## src/hdl/lsw_pkg.sv

```systemverilog
// Notes on behaviour
// - Enable high starts the turn-on sequence.
// - Select input picks one of two overvoltage levels.
// - Fault flag on overvoltage, power trip, limit, heat.
// - Power-good flag after delay above trigger level.
// - Power above upper threshold turns off at once.
// - Power-limit shutdown retries after fixed delay.
// - Above lower threshold starts blanking, keeps conducting.
// - Still above lower threshold at expiry: off, retry.
// - Power monitoring active in every conducting state.
// - Power is drain-source voltage times current.
// - Overvoltage removes gate drive at once, stays off until it clears.
package lsw_pkg;

  // ===========================================================================
  // Clock and timing.
  localparam int CLK_FREQ_MHZ        = 250;
  localparam int RETRY_DELAY_MS      = 160;
  localparam int BLANK_TIME_MS       = 18;
  localparam int FAULT_DELAY_US      = 10;
  localparam int PG_DELAY_US         = 1000;
  localparam int RETRY_DELAY_CYCLES  = RETRY_DELAY_MS * CLK_FREQ_MHZ * 1000;
  localparam int BLANK_TIME_CYCLES   = BLANK_TIME_MS * CLK_FREQ_MHZ * 1000;
  localparam int FAULT_DELAY_CYCLES  = FAULT_DELAY_US * CLK_FREQ_MHZ;
  localparam int PG_DELAY_CYCLES     = PG_DELAY_US * CLK_FREQ_MHZ;
  localparam int TIMER_W             = 26;

  // ===========================================================================
  // Measurement scaling: voltage codes are 10 mV per step, current 2 mA per step,
  // so one step of the power product is 20 uW.
  localparam int CODE_W              = 12;
  localparam int POWER_W             = 2 * CODE_W;
  localparam logic [POWER_W-1:0] POWER_HIGH_LIMIT = 24'h1312d0;  // 25 W.
  localparam logic [POWER_W-1:0] POWER_LOW_LIMIT  = 24'h098968;  // 12.5 W.
  localparam logic [CODE_W-1:0]  INPUT_OVERVOLTAGE_LOCKOUT_LEVEL_LOW   = 12'h640;     // 16 V.
  localparam logic [CODE_W-1:0]  INPUT_OVERVOLTAGE_LOCKOUT_LEVEL_HIGH  = 12'h8fc;     // 23 V.
  localparam logic [CODE_W-1:0]  POWER_GOOD_LEVEL = 12'h384;     // 9 V.

  // ===========================================================================
  // Types.
  typedef struct packed {
    logic [CODE_W-1:0] vin;   // Input (drain) voltage code.
    logic [CODE_W-1:0] vds;   // Drain-source voltage code.
    logic [CODE_W-1:0] ids;   // Drain-source current code.
    logic [CODE_W-1:0] vout;  // Output (source) voltage code.
  } lsw_sample_t;

  typedef enum logic [2:0] {
    LSW_IDLE    = 3'b000,
    LSW_RAMP    = 3'b001,
    LSW_ON      = 3'b010,
    LSW_RETRY   = 3'b011,
    LSW_OV_LOCK = 3'b100
  } lsw_state_t;

  typedef enum logic [1:0] {
    LSW_TRIP_NONE  = 2'b00,
    LSW_TRIP_HIGH  = 2'b01,
    LSW_TRIP_BLANK = 2'b10
  } lsw_trip_t;

endpackage : lsw_pkg

```

## src/hdl/lsw_delay_timer.sv

```systemverilog
`timescale 1ns/1ps
`default_nettype none
module lsw_delay_timer
  import lsw_pkg::*;
(
  input  wire logic               i_core_clk,  // Core clock.
  input  wire logic               i_reset,     // Synchronous reset, active high.
  input  wire logic               i_run,       // Count while high, else restart.
  input  wire logic [TIMER_W-1:0] i_limit,     // Cycles until done.
  output logic                    o_done       // Level, high once limit reached.
);

  logic [TIMER_W-1:0] count_q;

  // ===========================================================================
  // Count saturates at the limit so done stays high while run stays high.
  always_ff @(posedge i_core_clk)
  begin
    if (i_reset || !i_run)
    begin
      count_q <= '0;
    end
    else if (count_q < i_limit)
    begin
      count_q <= count_q + 1'b1;
    end
  end

  assign o_done = i_run && (count_q >= i_limit);

endmodule : lsw_delay_timer
`default_nettype wire

```

## src/hdl/lsw_load_switch_fsm.sv

```systemverilog
`timescale 1ns/1ps
`default_nettype none
module lsw_load_switch_fsm
#(
  parameter int RETRY_CYCLES = lsw_pkg::RETRY_DELAY_CYCLES,  // Auto-retry wait.
  parameter int BLANK_CYCLES = lsw_pkg::BLANK_TIME_CYCLES,   // Lower-level blanking.
  parameter int PG_CYCLES    = lsw_pkg::PG_DELAY_CYCLES      // Power-good delay.
)
(
  input  wire logic                i_core_clk,       // Core clock, 250 MHz.
  input  wire logic                i_reset,          // Synchronous reset, active high.
  input  wire logic                i_enable,         // Switch enable from host.
  input  wire logic                i_input_overvoltage_lockout_sel,       // 0 low level, 1 high level.
  input  wire lsw_pkg::lsw_sample_t i_sample,        // Measured voltages and current.
  input  wire logic                i_current_limit,  // Current limiter is active.
  input  wire logic                i_over_temp,      // Over-temperature comparator.
  input  wire logic                i_fault_pin,      // Fault pin level, unused.
  input  wire logic                i_pg_pin,         // Power-good pin level, unused.
  output logic                     o_gate_en,        // Pass-transistor gate drive.
  output logic                     o_fault_out,      // Fault pin drive value.
  output logic                     o_fault_oe,       // Fault pin pulled low.
  output logic                     o_pg_out,         // Power-good pin drive value.
  output logic                     o_pg_oe,          // Power-good pin pulled low.
  output lsw_pkg::lsw_state_t      o_state,          // Sequencer state.
  output lsw_pkg::lsw_trip_t       o_trip_cause,     // Last power-limit trip cause.
  output logic                     o_blanking        // Blanking timer running.
);
  import lsw_pkg::*;

  // ===========================================================================
  // Declarations.
  lsw_state_t          state_q;
  lsw_state_t          state_d;
  lsw_trip_t           trip_q;
  logic                gate_q;
  logic                fault_oe_q;
  logic                pg_oe_q;
  logic                fault_out_q;
  logic                pg_out_q;
  logic                blanking_q;
  logic [POWER_W-1:0]  power;
  logic [CODE_W-1:0]   input_overvoltage_lockout_level;
  logic                over_voltage;
  logic                power_high;
  logic                power_low;
  logic                conducting;
  logic                gate_d;
  logic                blank_run;
  logic                blank_done;
  logic                retry_done;
  logic                fault_cond;
  logic                fault_done;
  logic                vout_good;
  logic                pg_run;
  logic                pg_done;

  // ===========================================================================
  // Comparators.
  assign power        = i_sample.vds * i_sample.ids;
  assign power_high   = power > POWER_HIGH_LIMIT;
  assign power_low    = power > POWER_LOW_LIMIT;
  assign input_overvoltage_lockout_level   = i_input_overvoltage_lockout_sel ? INPUT_OVERVOLTAGE_LOCKOUT_LEVEL_HIGH : INPUT_OVERVOLTAGE_LOCKOUT_LEVEL_LOW;
  assign over_voltage = i_sample.vin > input_overvoltage_lockout_level;
  assign vout_good    = i_sample.vout > POWER_GOOD_LEVEL;

  // The gate is on in both ramp and steady state, so power checks cover both,
  // whether or not the current limiter is active.
  assign conducting = (state_q == LSW_RAMP) || (state_q == LSW_ON);

  // Gate drive and the blanking flag both look one state ahead, so neither of
  // them shows the switch conducting on the edge that trips it.
  assign gate_d     = (state_d == LSW_RAMP) || (state_d == LSW_ON);

  // ===========================================================================
  // Timers.
  // Blanking restarts whenever power drops back under the lower level, so only
  // an uninterrupted overload of the full blanking time trips the switch below the upper level.
  assign blank_run = conducting && power_low && i_enable;

  lsw_delay_timer u_blank_timer (
    .i_core_clk (i_core_clk),
    .i_reset    (i_reset),
    .i_run      (blank_run),
    .i_limit    (TIMER_W'(BLANK_CYCLES)),
    .o_done     (blank_done)
  );

  lsw_delay_timer u_retry_timer (
    .i_core_clk (i_core_clk),
    .i_reset    (i_reset),
    .i_run      (state_q == LSW_RETRY),
    .i_limit    (TIMER_W'(RETRY_CYCLES)),
    .o_done     (retry_done)
  );

  // A power-limit trip counts as a fault for the whole retry wait.
  assign fault_cond = over_voltage || i_current_limit || i_over_temp
                    || (state_q == LSW_RETRY) || (state_q == LSW_OV_LOCK);

  lsw_delay_timer u_fault_timer (
    .i_core_clk (i_core_clk),
    .i_reset    (i_reset),
    .i_run      (fault_cond && i_enable),
    .i_limit    (TIMER_W'(FAULT_DELAY_CYCLES)),
    .o_done     (fault_done)
  );

  assign pg_run = vout_good && gate_q;

  lsw_delay_timer u_pg_timer (
    .i_core_clk (i_core_clk),
    .i_reset    (i_reset),
    .i_run      (pg_run),
    .i_limit    (TIMER_W'(PG_CYCLES)),
    .o_done     (pg_done)
  );

  // ===========================================================================
  // Sequencer next state.
  // Priority: enable low, then overvoltage, then upper power level, then the
  // expired blanking window. Shutdown needs no blanking at the upper level.
  always_comb
  begin
    state_d = state_q;
    if (!i_enable)
    begin
      state_d = LSW_IDLE;
    end
    else
    begin
      unique case (state_q)
        LSW_IDLE:
        begin
          if (over_voltage)
          begin
            state_d = LSW_OV_LOCK;
          end
          else
          begin
            state_d = LSW_RAMP;
          end
        end
        LSW_RAMP, LSW_ON:
        begin
          if (over_voltage)
          begin
            state_d = LSW_OV_LOCK;
          end
          else if (power_high)
          begin
            state_d = LSW_RETRY;
          end
          else if (blank_done && power_low)
          begin
            state_d = LSW_RETRY;
          end
          else if (state_q == LSW_RAMP && vout_good)
          begin
            state_d = LSW_ON;
          end
        end
        LSW_RETRY:
        begin
          if (retry_done)
          begin
            state_d = over_voltage ? LSW_OV_LOCK : LSW_RAMP;
          end
        end
        LSW_OV_LOCK:
        begin
          if (!over_voltage)
          begin
            state_d = LSW_RAMP;
          end
        end
        default:
        begin
          state_d = LSW_IDLE;
        end
      endcase
    end
  end

  // ===========================================================================
  // Sequencer state.
  always_ff @(posedge i_core_clk)
  begin
    if (i_reset)
    begin
      state_q <= LSW_IDLE;
    end
    else
    begin
      state_q <= state_d;
    end
  end

  // ===========================================================================
  // Gate drive follows the next state, so a trip removes it on the same edge
  // that the sequencer leaves the conducting states.
  always_ff @(posedge i_core_clk)
  begin
    if (i_reset)
    begin
      gate_q <= 1'b0;
    end
    else
    begin
      gate_q <= gate_d;
    end
  end

  // ===========================================================================
  // Trip cause, kept until the next power-limit trip or enable low.
  always_ff @(posedge i_core_clk)
  begin
    if (i_reset || !i_enable)
    begin
      trip_q <= LSW_TRIP_NONE;
    end
    else if (conducting && !over_voltage && power_high)
    begin
      trip_q <= LSW_TRIP_HIGH;
    end
    else if (conducting && !over_voltage && blank_done && power_low)
    begin
      trip_q <= LSW_TRIP_BLANK;
    end
  end

  // ===========================================================================
  // Blanking indication.
  always_ff @(posedge i_core_clk)
  begin
    if (i_reset)
    begin
      blanking_q <= 1'b0;
    end
    else
    begin
      blanking_q <= blank_run && !blank_done && gate_d;
    end
  end

  // ===========================================================================
  // Open-drain flags. Fault pulls low when asserted; power-good is released
  // high when good and pulled low otherwise. Fault releases as soon as every
  // condition has cleared, which after a clean retry returns it high.
  always_ff @(posedge i_core_clk)
  begin
    if (i_reset)
    begin
      fault_oe_q <= 1'b0;
    end
    else
    begin
      fault_oe_q <= fault_done;
    end
  end

  always_ff @(posedge i_core_clk)
  begin
    if (i_reset)
    begin
      pg_oe_q <= 1'b1;
    end
    else
    begin
      pg_oe_q <= !pg_done;
    end
  end

  // ===========================================================================
  // Open-drain drive values. Both pins only ever pull low, so the drive value
  // stays zero and the output enables alone decide what the host sees.
  always_ff @(posedge i_core_clk)
  begin
    if (i_reset)
    begin
      fault_out_q <= 1'b0;
    end
    else
    begin
      fault_out_q <= 1'b0;
    end
  end

  always_ff @(posedge i_core_clk)
  begin
    if (i_reset)
    begin
      pg_out_q <= 1'b0;
    end
    else
    begin
      pg_out_q <= 1'b0;
    end
  end

  // ===========================================================================
  // Outputs.
  assign o_gate_en    = gate_q;
  assign o_fault_out  = fault_out_q;
  assign o_fault_oe   = fault_oe_q;
  assign o_pg_out     = pg_out_q;
  assign o_pg_oe      = pg_oe_q;
  assign o_state      = state_q;
  assign o_trip_cause = trip_q;
  assign o_blanking   = blanking_q;

endmodule : lsw_load_switch_fsm
`default_nettype wire

```

## config.mk

```make
export PLATFORM = sky130hd
export DESIGN_NAME = lsw_load_switch_fsm
export DESIGN_NICKNAME = d
export VERILOG_FILES = /design/src/hdl/lsw_pkg.sv /design/src/hdl/lsw_delay_timer.sv /design/src/hdl/lsw_load_switch_fsm.sv
export SDC_FILE = /design/constraint.sdc
export NUM_CORES = 1
export LEC_CHECK = 0
export BUFFER_PORTS_ARGS = -buffer_cell sky130_fd_sc_hd__clkbuf_2
export CORE_ASPECT_RATIO = 1.75
export CORE_UTILIZATION = 57
export CTS_CLUSTER_SIZE = 25
export DETAILED_ROUTE_END_ITERATION = 7
export GPL_ROUTABILITY_DRIVEN = 0
export PLACE_DENSITY = 0.79
export SLEW_MARGIN = 5
export SYNTH_ARGS = -nofsm -noshare
export SYNTH_HDL_FRONTEND = slang
export SYNTH_SLANG_ARGS = --single-unit
```

## constraint.sdc

```tcl
create_clock -name i_core_clk -period 5.3 [get_ports i_core_clk]
set_clock_uncertainty 0.05 [all_clocks]
set_input_delay 0 -clock i_core_clk [delete_from_list [all_inputs] [get_ports i_core_clk]]
set_output_delay 0 -clock i_core_clk [all_outputs]
set_load 0.01 [all_outputs]
```

# Word level (Yosys, flattened, before mapping)
# Cells that the tools add are included.
dict set report word_totals {
  output_inout_bits 11
  register_bits 113
  in_bits 56
  word_cells 85
}
dict set report classes {
  mul 1
  muxes 12
  reduce_logical 39
  n_addsub 4
  order_cmp 12
  n_eq_ne 6
}
# cell n
set ops {}
lappend ops {{$add A26 B1 Y26 const B} 4}
lappend ops {{$ge A26 B12 Y1 const B} 1}
lappend ops {{$ge A26 B18 Y1 const B} 1}
lappend ops {{$ge A26 B23 Y1 const B} 1}
lappend ops {{$ge A26 B26 Y1 const B} 1}
lappend ops {{$lt A26 B12 Y1 const B} 1}
lappend ops {{$lt A26 B18 Y1 const B} 1}
lappend ops {{$lt A26 B23 Y1 const B} 1}
lappend ops {{$lt A26 B26 Y1 const B} 1}
lappend ops {{$gt A24 B20 Y1 const B} 1}
lappend ops {{$gt A24 B21 Y1 const B} 1}
lappend ops {{$mul A12 B12 Y24} 1}
lappend ops {{$mux W3} 8}
lappend ops {{$logic_and A1 B1 Y1} 16}
lappend ops {{$gt A12 B10 Y1 const B} 1}
lappend ops {{$gt A12 B12 Y1} 1}
lappend ops {{$mux W12} 1}
lappend ops {{$pmux W3 S4} 1}
lappend ops {{$logic_or A1 B1 Y1} 11}
lappend ops {{$eq A3 B2 Y1 const B} 3}
lappend ops {{$logic_not A1 Y1} 8}
lappend ops {{$eq A3 B1 Y1 const B} 2}
lappend ops {{$reduce_or A2 Y1} 2}
lappend ops {{$eq A3 B3 Y1 const B} 1}
lappend ops {{other kinds (3)} 4}

# Logic depth before layout (Yosys ltp)
# Gate-level depths: netlist (run 1).
dict set report depth {
  depth_word 14
  mapped_depth 25
  depth_no_buf 21
}

# Modules after synthesis
# A second synthesis (run 1) with hierarchy kept.
dict set report unflattened {
  cells_unflattened 1710
  hier_area_um2 13565.5
}
# module n_inst seq_area_each_um2 cells_per_inst area_per_inst_um2
set by_module_without_submodules {}
lappend by_module_without_submodules {lsw_load_switch_fsm 1 180.2 711 5818.1}
lappend by_module_without_submodules {{lsw_delay_timer (u_blank_timer ...)} 3 520.5 249 1924.3}
lappend by_module_without_submodules {{lsw_delay_timer (u_retry_timer)} 1 520.5 252 1974.4}

# Least setup slack after synthesis (run 1)
# No wires, ideal clock.
dict set report synth_path {
  kind {input to register}
  startpoint {input port i_sample[27] in the netlist's numbering}
  endpoint {register u_blank_timer.count_q[2]}
  setup_ns 0.062
  cell_stages 24
  required_ns 5.188
  arrival_time_ns 5.558
  slack_ns -0.370
  n_path_buf 4
  path_cell_list {clkbuf_1 > and2_1 > fa_1 > inv_1 > fa_1 > inv_1 > fa_1 > fa_1 > inv_1 > fa_1 > inv_1 > ha_1 > buf_2 > a21oi_2 > o21ai_0 > and2_1 > o311a_1 > or2_0 > and4b_1 > o211a_1 > or3_1 > buf_6 > buf_12 > nor2_4}
}
dict set report synth_between {
  elab_chain_len 6
}
# element line
set synth_rtl {}
lappend synth_rtl {{start, declared} lsw_load_switch_fsm.sv:14} ;# input wire lsw_pkg::lsw_sample_t i_sample,
lappend synth_rtl {{$mul A12 B12 Y24} lsw_load_switch_fsm.sv:59} ;# assign power = i_sample.vds * i_sample.ids;
lappend synth_rtl {{$gt A24 B20 Y1} lsw_load_switch_fsm.sv:61} ;# assign power_low = power > POWER_LOW_LIMIT;
lappend synth_rtl {{$logic_and A1 B1 Y1 (2 in series)} lsw_load_switch_fsm.sv:78} ;# assign blank_run = conducting && power_low && i_enable;
lappend synth_rtl {{$logic_not A1 Y1} lsw_delay_timer.sv:19} ;# if (i_reset || !i_run)
lappend synth_rtl {{$logic_or A1 B1 Y1} lsw_delay_timer.sv:19}
lappend synth_rtl {{end signal, assigned} lsw_delay_timer.sv:25} ;# count_q <= count_q + 1'b1;
lappend synth_rtl {{end, declared} lsw_delay_timer.sv:13} ;# logic [TIMER_W-1:0] count_q;
# Every way passes these cells.
# A chain may end at the register's enable or synchronous reset.

# Worst setup path in the final report (run 1)
dict set report layout_path {
  startpoint {input port i_sample[27] in the netlist's numbering}
  endpoint {register blanking_q (netlist: o_blanking)}
}
dict set report layout_between {
  elab_chain_len 14
  elab_cells_between_ends 18
  classes_between {1 x mul; 2 x order compare; 2 x eq/ne; 5 x mux; 8 x reduce/logical}
}
# element line
set layout_rtl {}
lappend layout_rtl {{$mul A12 B12 Y24 (*)} lsw_load_switch_fsm.sv:59}
lappend layout_rtl {{$gt A24 B20 Y1} lsw_load_switch_fsm.sv:61}
lappend layout_rtl {{$logic_and A1 B1 Y1 (2 in series)} lsw_load_switch_fsm.sv:78}
lappend layout_rtl {{$logic_and A1 B1 Y1} lsw_delay_timer.sv:29} ;# assign o_done = i_run && (count_q >= i_limit);
lappend layout_rtl {{$logic_and A1 B1 Y1} lsw_load_switch_fsm.sv:153} ;# else if (blank_done && power_low)
lappend layout_rtl {{$mux W3} lsw_load_switch_fsm.sv:153}
lappend layout_rtl {{$mux W3} lsw_load_switch_fsm.sv:149} ;# else if (power_high)
lappend layout_rtl {{$mux W3} lsw_load_switch_fsm.sv:145} ;# if (over_voltage)
lappend layout_rtl {{$pmux W3 S4} lsw_load_switch_fsm.sv:131} ;# unique case (state_q)
lappend layout_rtl {{$mux W3} lsw_load_switch_fsm.sv:125} ;# if (!i_enable)
lappend layout_rtl {{$eq A3 B1 Y1 or $eq A3 B2 Y1 (tied branches)} lsw_load_switch_fsm.sv:72} ;# assign gate_d = (state_d == LSW_RAMP) || (state_d == LSW_ON);
lappend layout_rtl {{$logic_or A1 B1 Y1} lsw_load_switch_fsm.sv:72}
lappend layout_rtl {{$logic_and A1 B1 Y1 (*)} lsw_load_switch_fsm.sv:241} ;# blanking_q <= blank_run && !blank_done && gate_d;
lappend layout_rtl {{end signal, assigned} lsw_load_switch_fsm.sv:241}
lappend layout_rtl {{end, declared} lsw_load_switch_fsm.sv:40} ;# logic blanking_q;
# Every way passes the cells marked *; elsewhere a longest branch is shown, timed or not.

==> results of run 1 <==
[cell families (layout without fill, tap and decap cells)]
family / Yosys count / in the layout
simple gates: 474 / 474
other cells: 1 / 2
buf+inv: 213 / 356
xor+xnor: 62 / 62
fa+ha+maj: 178 / 178
compound gates: 167 / 167
flops: 113 / 113
mux: 1 / 1
[area by class of cell]
class | instances | area, um2 | area share (%)
timing repair buffer | 160 | 1190 | 9.43
multi-input combinational | 884 | 7570 | 60.1
inverter | 165 | 619 | 4.92
clock buffer | 31 | 658 | 5.23
tap | 231 | 289 | 2.30
sequential | 113 | 2260 | 18.0
[Yosys cell counts (3+ instances only)]
cell,number,share of area (%)
nand2_1,139,5.1
nor3_1,21,1.0
a211oi_1,5,0.37
nor2_4,20,2.2
a31oi_1,5,0.30
dfxtp_1,113,22
a21oi_1,53,2.6
and2_1,67,4.1
nand3b_1,3,0.22
or2_2,3,0.18
or3_1,25,1.5
clkbuf_1,40,1.5
ha_1,78,9.5
a41oi_1,3,0.26
xnor2_1,38,3.2
o21bai_1,3,0.22
o21ai_0,38,1.9
nand2b_1,5,0.30
nor4_1,11,0.67
xor2_1,23,2.0
and3_1,28,1.7
o211ai_1,6,0.44
nand3_1,23,1.1
or4_1,4,0.29
inv_1,165,6.0
a21boi_0,5,0.37
fa_1,100,19
nor2b_1,3,0.18
nand4_1,20,1.2
a21o_1,10,0.73
o21a_1,6,0.44
nor2_1,86,3.1
o31ai_1,5,0.37
a211o_1,3,0.26
and3b_1,4,0.34
[path summary, 6_finish.rpt]
kind	from	endpoint	slack, ps	depth (start not counted)
min reg2reg	u_pg_timer.count_q[23]	u_pg_timer.count_q[23]	410	1
max	i_sample[27]	o_blanking	110	22
max reg2reg	u_blank_timer.count_q[5]	u_blank_timer.count_q[21]	2030	8
min	i_sample[46]	o_state[2]	80	5
[layer usage]
layer / up-vias / wire length [um] / GRT usage, %
met5: - / 0 / 0
met4: 0 / 1130 / 14.0
met3: 93 / 530 / 2.37
met2: 208 / 13900 / 50.9
met1: 4272 / 8610 / 24.0
li1: 4230 / - / -
[worst max-delay path, stage by stage]
cell and delay (ps):
clkbuf_4 140, buf_12 130, buf_4 140, and2_4 130, fa_1 460, ha_2 200
fa_1 530, inv_1 50, fa_1 460, fa_1 510, inv_2 50, ha_4 240
o211ai_1 250, o21a_1 260, buf_6 120, a21oi_1 60, nor4_1 340, or4b_4 520
o2111ai_2 200, o211ai_1 220, nand2_1 200, nor4bb_4 250
[stage by stage]
stage / setup WS (ps) / TNS, ps
after CTS: 0.914 / 0
after detailed placement: -649 / -18220
final: 113 / 0
after global routing: -112 / -255
after floorplan: -159 / -3180
after global placement: -511 / -14460
[power groups by stage]
stage	logic (uW)	registers (uW)	clock network (uW)
CTS	4500	877	1250
finish	5310	878	1240
floorplan	2890	891	0
global placement	4240	892	0
detailed placement	4340	893	0
global route	5770	879	1300
[flip-flops by register name, indices dropped and copies added, names as in the netlist]
signal                 cells
u_retry_timer.count_q     26
u_pg_timer.count_q        26
u_fault_timer.count_q     26
o_state                    3
o_blanking                 1
o_fault_oe                 1
o_trip_cause               2
o_gate_en                  1
o_pg_oe                    1
u_blank_timer.count_q     26
[repair_timing]
action,in CTS,in global routing
hold buffers,2,0
hold endpoints to repair,7,0
setup buffers,0,5
pin swaps,5,39
gates cloned,1,1
gates resized for setup,18,91
setup endpoints to repair,27,32
==> impl_metrics.env, run 1 <==
export IMPL_seq_power_share_pct=11.8
export IMPL_cts_max_level=4
export IMPL_ys_warn_count=0
export IMPL_cts_buffers=25
export IMPL_power_uw=7430
export IMPL_antenna_left=0
export IMPL_yosys_area_share_adder_pct=29.0
export IMPL_async_flop_share_pct=0
export IMPL_fin_cells=1584
export IMPL_grt_total_usage_pct=25.6
export IMPL_nets=1583
export IMPL_layout_drive_gt1_share_pct=21.2
export IMPL_row_count=64
export IMPL_fp_dieArea_um2=18600
export IMPL_grt_pass1_vias=9023
export IMPL_setup_worst_path_start_class="input port"
export IMPL_finalCriticalPeriod_ps=5190
export IMPL_hold_violations=0
export IMPL_hold_slack_ps=81.7
export IMPL_synth_cell_types=74
export IMPL_die_w_um=103
export IMPL_worst_pin_slew_ps=992
export IMPL_crit_type="input port to register"
export IMPL_netlist_instances=1209
export IMPL_cts_tree="done"
export IMPL_portBuffers=62
export IMPL_power_leakage_uw=0.00556
export IMPL_wl_per_cell_um=15.3
export IMPL_synth_simple_area_share_pct=24.5
export IMPL_final_common_cell="inv_1"
export IMPL_antenna_found_initial=0
export IMPL_hold_class="input port to register"
export IMPL_synthToLayoutAreaGrowth_pct=22.6
export IMPL_fp_dieH_um=180
export IMPL_synth_top_family_by_area="adder cells"
export IMPL_worst_ir_drop_vdd_mv=0.560
export IMPL_ios=67
export IMPL_grt_pass1_wl_um=38100
export IMPL_synth_compound_area_share_pct=10.6
export IMPL_clk_latency_ps=460
export IMPL_vias_per_cell=5.56
export IMPL_final_cell_area_um2=12600
export IMPL_place_area_um2=11400
export IMPL_diodes=0
export IMPL_path_max_fanout=6
export IMPL_required_ps=5610
export IMPL_status="finished, final reports clean"
export IMPL_synth_ff_type="dfxtp_1"
export IMPL_cap_violations=0
export IMPL_synth_area_mux_share_pct=0.0975
export IMPL_ys_seq_area_share_pct=22.0
export IMPL_powerDensity_nw_per_um2=590
export IMPL_setup_violations=0
export IMPL_place_hpwl_um=18200
export IMPL_grt_max_degree=27
export IMPL_drc=0
export IMPL_syn_area_um2=10300
export IMPL_initial_utilization_pct=58.5
export IMPL_placedCellCount=1544
export IMPL_synth_xor_area_share_pct=5.42
export IMPL_cts_sinks=113
export IMPL_firstDrtPassIters=5
export IMPL_routed_wl_um=24200
export IMPL_period_share_pct=97.9
export IMPL_clk_path_buf_depth=3
export IMPL_mostFrequentLayoutCells="160 x inv_1, 135 x nand2_1, 113 x dfxtp_1, 96 x fa_1, 92 x buf_4"
export IMPL_ys_ff_latch=113
export IMPL_vias=8803
export IMPL_clkTransAtPathRegs_ps=50
export IMPL_combinationalPowerShare_pct=71.5
export IMPL_internal_power_uw=4270
export IMPL_critPathArrivalTime_ps=5490
export IMPL_endpoint_kind="register"
export IMPL_root_buffer="clkbuf_16"
export IMPL_slew_headroom_pct=33.7
export IMPL_clock_fmax_ghz=0.193
export IMPL_dr_first_iter_drc_count=312
export IMPL_maxSlewViolCount=0
export IMPL_core_um2=17500
export IMPL_p_sw_uw=3160
export IMPL_switching_share_pct=42.5
export IMPL_final_util_pct=71.8
export IMPL_synth_edf_count=0
export IMPL_n_fill_cell=1279
export IMPL_synth_area_per_cell_um2=8.49
export IMPL_pwr_share_clk_pct=16.7
export IMPL_overflow=0
No activity file was read; power rests on OpenSTA's default activity.
==> run 2, diff against run 1 <==
==> constraint.sdc (replaced) <==
create_clock -name i_core_clk -period 5.3 [get_ports i_core_clk]
set_clock_uncertainty 0.05 [all_clocks]
set_input_delay 0.265 -clock i_core_clk [delete_from_list [all_inputs] [get_ports i_core_clk]]
set_output_delay 0.265 -clock i_core_clk [all_outputs]
set_load 0.01 [all_outputs]
==> impl_metrics.env, run 2 (synthesized netlist as in run 1, its figures left out) <==
export IMPL_status="finished with violations"
export IMPL_dr_first_iter_drc_count=512
export IMPL_cp_slowest_cell="fa_1"
export IMPL_hold_violations=0
export IMPL_fp_dieArea_um2=18600
export IMPL_place_hpwl_um=18300
export IMPL_slew_headroom_pct=31.5
export IMPL_setup_slack_ps=-307
export IMPL_vias=9262
export IMPL_worst_path_most_repeated_cell="fa_1"
export IMPL_path_cells="clkbuf_4, nand2_1, fa_1, fa_1, inv_2, fa_2, fa_1, inv_2, fa_1, inv_2, ha_4, a21oi_4, buf_6, a2111oi_4, nor3_2, o22ai_2, and4b_1, o211a_1, buf_6, or3_4, a221oi_2"
export IMPL_root_buffer="clkbuf_16"
export IMPL_hold_slack_ps=178
export IMPL_cts_tree="done"
export IMPL_diodes=0
export IMPL_ios=67
export IMPL_vias_per_cell=5.76
export IMPL_hold_class="input port to register"
export IMPL_drc=0
export IMPL_grt_max_degree=27
export IMPL_setup_worst_path_start_class="input port"
export IMPL_setup_violations=32
export IMPL_clkTransAtPathRegs_ps=60
export IMPL_powerDensity_nw_per_um2=645
export IMPL_worst_pin_slew_ps=1020
export IMPL_fin_cells=1608
export IMPL_violations="setup timing"
export IMPL_placedCellCount=1550
export IMPL_power_leakage_uw=0.00575
export IMPL_rsz0062_at_grt="yes"
export IMPL_place_area_um2=11400
export IMPL_final_cell_area_um2=13000
export IMPL_mostFrequentLayoutCells="156 x inv_1, 130 x nand2_1, 113 x dfxtp_1, 106 x buf_4, 93 x fa_1"
export IMPL_antenna_found_initial=0
export IMPL_nets=1598
export IMPL_final_common_cell="inv_1"
export IMPL_clock_fmax_ghz=0.178
export IMPL_clk_latency_ps=400
export IMPL_clk_path_buf_depth=2
export IMPL_worst_ir_drop_vdd_mv=0.593
export IMPL_antenna_left=0
export IMPL_synthToLayoutAreaGrowth_pct=27.1
export IMPL_cap_violations=0
export IMPL_path_max_fanout=8
export IMPL_required_ps=5560
export IMPL_firstDrtPassIters=5
export IMPL_row_count=64
export IMPL_cts_buffers=17
export IMPL_critical_path_buf_inv_count=6
export IMPL_routed_wl_um=27500
export IMPL_initial_utilization_pct=58.5
export IMPL_crit_type="input port to register"
export IMPL_die_w_um=103
export IMPL_wl_per_cell_um=17.1
export IMPL_cts_max_level=4
export IMPL_slowest_delay_ps=570
export IMPL_grt_total_usage_pct=29.5
export IMPL_final_util_pct=74.4
export IMPL_period_share_pct=106
export IMPL_layout_drive_gt1_share_pct=24.9
export IMPL_cts_sinks=113
export IMPL_portBuffers=62
export IMPL_grt_pass1_vias=9870
export IMPL_fp_dieH_um=180
export IMPL_overflow=0
export IMPL_critical_path_top_delay_family="adder cells"
export IMPL_maxSlewViolCount=0
export IMPL_core_um2=17500
export IMPL_cts_hold_buf=0
export IMPL_finalCriticalPeriod_ps=5610
export IMPL_grt_pass1_wl_um=43300
export IMPL_critPathArrivalTime_ps=5870
export IMPL_endpoint_kind="register"
-- run 2: changes by cell type in the layout (fill, tap and decap cells not counted), moves of 5 or more --
cell / delta
buf_4: +14
clkbuf_8: +7
nand2_1: -5
nand2_2: +5
a21oi_2: +5
bufinv_16: +6
-- run 2: path summary, 6_finish.rpt --
kind	start	slack, ps	end	depth (start not counted)
setup / recovery	i_sample[23]	-310	o_trip_cause[1]	21
hold / removal	i_enable	180	o_blanking	3
setup reg to reg	u_blank_timer.count_q[5]	2060	u_blank_timer.count_q[12]	8
hold reg to reg	u_pg_timer.count_q[22]	410	u_pg_timer.count_q[22]	1
-- run 2: metrics by stage --
stage	setup TNS, ps	setup WS, ps	total power (uW)
floorplan	-10070	-423	3800
global placement	-21870	-762	5140
detailed placement	-24770	-857	5240
CTS	-96.8	-47.1	7480
global route	-12020	-496	8940
finish	-6050	-307	8410
-- run 2: worst register-to-register path: stages (launching register included) --
cell       delay, ps
dfxtp_1          350
nor4_1           390
o221ai_1         210
a2111o_1         490
a2111oi_4        790
nand4_2          320
nor4_2           260
xnor2_1          210
nor2_4            60
-- run 2: per-layer routing --
layer | routed length (um) | vias to the layer above | global-route usage, %
met3 | 1010 | 152 | 4.78
met1 | 9460 | 4511 | 28.0
met2 | 15300 | 335 | 55.6
li1 | - | 4264 | -
met5 | 0 | - | 0
met4 | 1730 | 0 | 18.9
-- run 2: what timing repair did --
| item | 4_1_cts | 5_1_grt |
|---|---|---|
| setup endpoints to repair | 32 | 32 |
| setup buffers | 15 | 8 |
| resized for setup | 102 | 49 |
| pin swaps | 51 | 61 |
| cloned | 2 | 2 |
-- run 2: final cells by class --
| cell class | count | area [um2] |
|---|---|---|
| inverters | 165 | 619 |
| clock inverters | 14 | 249 |
| flip-flops and latches | 113 | 2260 |
| fillers | 1109 | 4490 |
| well taps | 231 | 289 |
| multi-input cells | 884 | 7690 |
| clock buffers | 18 | 429 |
| repair buffers | 183 | 1510 |
-- run 2: power breakdown --
part,switching (uW),total (uW),internal (uW)
registers,16.9,877,860
logic,3230,6230,3000
clock network,417,1310,890
==> run 3, diff against run 2 <==
--- a/config.mk
+++ b/config.mk
@@ -6,13 +6,15 @@
 export NUM_CORES = 1
 export LEC_CHECK = 0
 export BUFFER_PORTS_ARGS = -buffer_cell sky130_fd_sc_hd__clkbuf_2
-export CORE_ASPECT_RATIO = 1.75
-export CORE_UTILIZATION = 57
+export CORE_ASPECT_RATIO = 0.75
+export CORE_UTILIZATION = 58
 export CTS_CLUSTER_SIZE = 25
 export DETAILED_ROUTE_END_ITERATION = 7
 export GPL_ROUTABILITY_DRIVEN = 0
+export GPL_TIMING_DRIVEN = 0
 export PLACE_DENSITY = 0.79
 export SLEW_MARGIN = 5
 export SYNTH_ARGS = -nofsm -noshare
 export SYNTH_HDL_FRONTEND = slang
+export SYNTH_HIERARCHICAL = 1
 export SYNTH_SLANG_ARGS = --single-unit
==> impl_metrics.env, run 3 <==
export IMPL_status="finished with violations"
export IMPL_violations="setup timing"
export IMPL_setup_violations=32
export IMPL_row_count=48
export IMPL_synth_compound_area_share_pct=17.7
export IMPL_fp_dieH_um=134
export IMPL_period_share_pct=108
export IMPL_clk_latency_ps=410
export IMPL_min_delay_start="i_enable"
export IMPL_powerDensity_nw_per_um2=554
export IMPL_final_cell_area_um2=17100
export IMPL_endpoint_kind="register"
export IMPL_synth_edf_count=0
export IMPL_worst_ir_drop_vdd_mv=0.763
export IMPL_required_ps=5600
export IMPL_critical_path_top_delay_family="adder cells"
export IMPL_crit_type="input port to register"
export IMPL_core_um2=23000
export IMPL_hold_class="input port to register"
export IMPL_cts_tree="done"
export IMPL_vias=13700
export IMPL_place_hpwl_um=26000
export IMPL_synth_area_per_cell_um2=7.93
export IMPL_maxSlewViolCount=0
export IMPL_cts_buffers=17
export IMPL_antenna_left=0
export IMPL_syn_area_um2=13600
export IMPL_tns_ps=-11840
export IMPL_synth_top_family_by_area="adder cells"
export IMPL_path_cells="clkbuf_2, buf_8, nand2_1, fa_1, fa_1, inv_1, fa_2, fa_1, inv_2, fa_1, inv_2, ha_4, a21oi_4, o21ai_4, a31oi_4, buf_6, xnor2_4, o311ai_4, a211oi_4, o311a_4, nand2b_4, buf_8, or4_1, nand2_1"
export IMPL_worst_pin_slew_ps=765
export IMPL_finalCriticalPeriod_ps=5740
export IMPL_clkTransAtPathRegs_ps=60
export IMPL_die_w_um=179
export IMPL_setup_slack_ps=-441
export IMPL_rsz0062_at_grt="yes"
export IMPL_r2r_start="u_retry_timer/count_q[3]"
export IMPL_synth_ff_type="dfxtp_1"
export IMPL_diodes=0
export IMPL_netlist_instances=1710
export IMPL_dr_first_iter_drc_count=1103
export IMPL_vias_per_cell=6.00
export IMPL_synthToLayoutAreaGrowth_pct=26.0
export IMPL_synth_simple_area_share_pct=22.9
export IMPL_routed_wl_um=39800
export IMPL_nets=2295
export IMPL_final_common_cell="inv_1"
export IMPL_min_path_cells=3
export IMPL_power_leakage_uw=0.00747
export IMPL_synth_most_common_cell="inv_1"
export IMPL_wl_per_cell_um=17.5
export IMPL_layout_drive_gt1_share_pct=18.9
export IMPL_min_to="o_trip_cause[1]"
export IMPL_synth_xor_area_share_pct=1.42
export IMPL_critical_path_buf_inv_count=7
export IMPL_ios=67
export IMPL_root_buffer="clkbuf_16"
export IMPL_worst_path_most_repeated_cell="fa_1"
export IMPL_setup_worst_path_start_class="input port"
export IMPL_netlist_top_cells_count="276 x inv_1, 186 x nand2_1, 178 x ha_1, 157 x a21oi_1, 113 x dfxtp_1"
export IMPL_critPathArrivalTime_ps=6040
export IMPL_synth_cell_types=77
export IMPL_cts_sinks=113
export IMPL_slew_headroom_pct=49.0
export IMPL_clock_fmax_ghz=0.174
export IMPL_cap_violations=0
export IMPL_place_area_um2=15100
export IMPL_yosys_area_share_adder_pct=31.2
export IMPL_grt_total_usage_pct=30.8
export IMPL_initial_utilization_pct=59.0
export IMPL_ys_ff_latch=113
export IMPL_synth_area_leader_cell="dfxtp_1"
export IMPL_synthTopCellsByArea="dfxtp_1 17%, ha_1 16%, fa_1 15%"
export IMPL_cp_slowest_cell="fa_1"
export IMPL_grt_pass1_wl_um=59600
export IMPL_hold_slack_ps=166
export IMPL_overflow=0
export IMPL_drc=0
export IMPL_yosysTopAreaCellShare_pct=16.7
export IMPL_antenna_found_initial=1
export IMPL_slowest_delay_ps=600
export IMPL_firstDrtPassIters=7
export IMPL_fp_dieArea_um2=24000
export IMPL_ff2ff_path_depth=10
export IMPL_clk_path_buf_depth=2
export IMPL_ys_warn_count=6
export IMPL_synth_area_mux_share_pct=0.378
export IMPL_hold_violations=0
export IMPL_path_max_fanout=8
export IMPL_cts_max_level=4
export IMPL_reg2reg_to="o_blanking"
export IMPL_reg2reg_slack_ps=2070
export IMPL_power_uw=9470
export IMPL_portBuffers=62
export IMPL_mostFrequentLayoutCells="260 x inv_1, 173 x nand2_1, 160 x ha_1, 130 x a21oi_1, 113 x dfxtp_1"
export IMPL_ys_seq_area_share_pct=16.7
export IMPL_grt_max_degree=17
export IMPL_grt_pass1_vias=12800
export IMPL_async_flop_share_pct=0
## run 3: worst max-delay path by stage
stage | from | to | cells after the start
after global placement | i_sample[23] | o_gate_en | 19
after global routing | i_sample[26] | u_blank_timer/count_q[24] | 24
after detailed placement | i_sample[34] | u_blank_timer/count_q[21] | 23
after CTS | i_sample[27] | o_gate_en | 22
final | i_sample[26] | u_blank_timer/count_q[24] | 24
after floorplan | i_sample[18] | u_blank_timer/count_q[23] | 24
## run 3: worst reg2reg max path, stage by stage (launching register included)
cell	delay, ps
dfxtp_1	440
ha_1	300
a21oi_2	160
o21ai_2	90
a2111oi_4	380
o211ai_2	200
buf_2	240
buf_4	200
o21a_1	230
nor3_1	540
and4bb_1	280
## run 3: cell families after synthesis
group | Yosys count
compound gates | 386
xor+xnor | 22
fa+ha+maj | 278
buf+inv | 340
flops | 113
mux | 5
other cells | 2
simple gates | 564
## run 3: through the flow
stage	std cells	util [%]	setup WS [ps]
5_1_grt	2274	74.3	-513
2_1_floorplan	1814	-	-164
6_report	2274	74.3	-441
3_3_place_gp	2176	65.7	-816
4_1_cts	2245	71.5	-93.4
3_5_place_dp	2176	65.7	-888
## run 3: final cells by class
class / count / area (um2)
clock inverters: 9 / 154
flip-flops and latches: 113 / 2260
inverters: 276 / 1040
plain buffers: 52 / 489
repair buffers: 139 / 1090
multi-input cells: 1362 / 11200
well taps: 300 / 375
clock buffers: 23 / 468
fillers: 1577 / 5910
## run 3: what timing repair did
item                       4_1_cts  5_1_grt
hold buffers                     0        0
gates resized for setup         64      122
cloned                           5        2
setup endpoints to repair       32       32
hold endpoints to repair         0        0
buffers inserted                43       29
pin swaps                       48       42
## run 3: layer usage
metal  vias up  GRT usage [%]  part of all wire (%)
met5         -              0                 0.033
met4         2           10.7                   4.7
met3       174           5.81                   8.1
met2       684           51.1                    46
met1      6481           39.9                    41
li1       6309              -                     -
## run 3: report_power, final
part           switching [uW]  internal, uW
Clock                     416           812
Sequential               6.26           856
Combinational            4020          3360
Total                    4440          5030
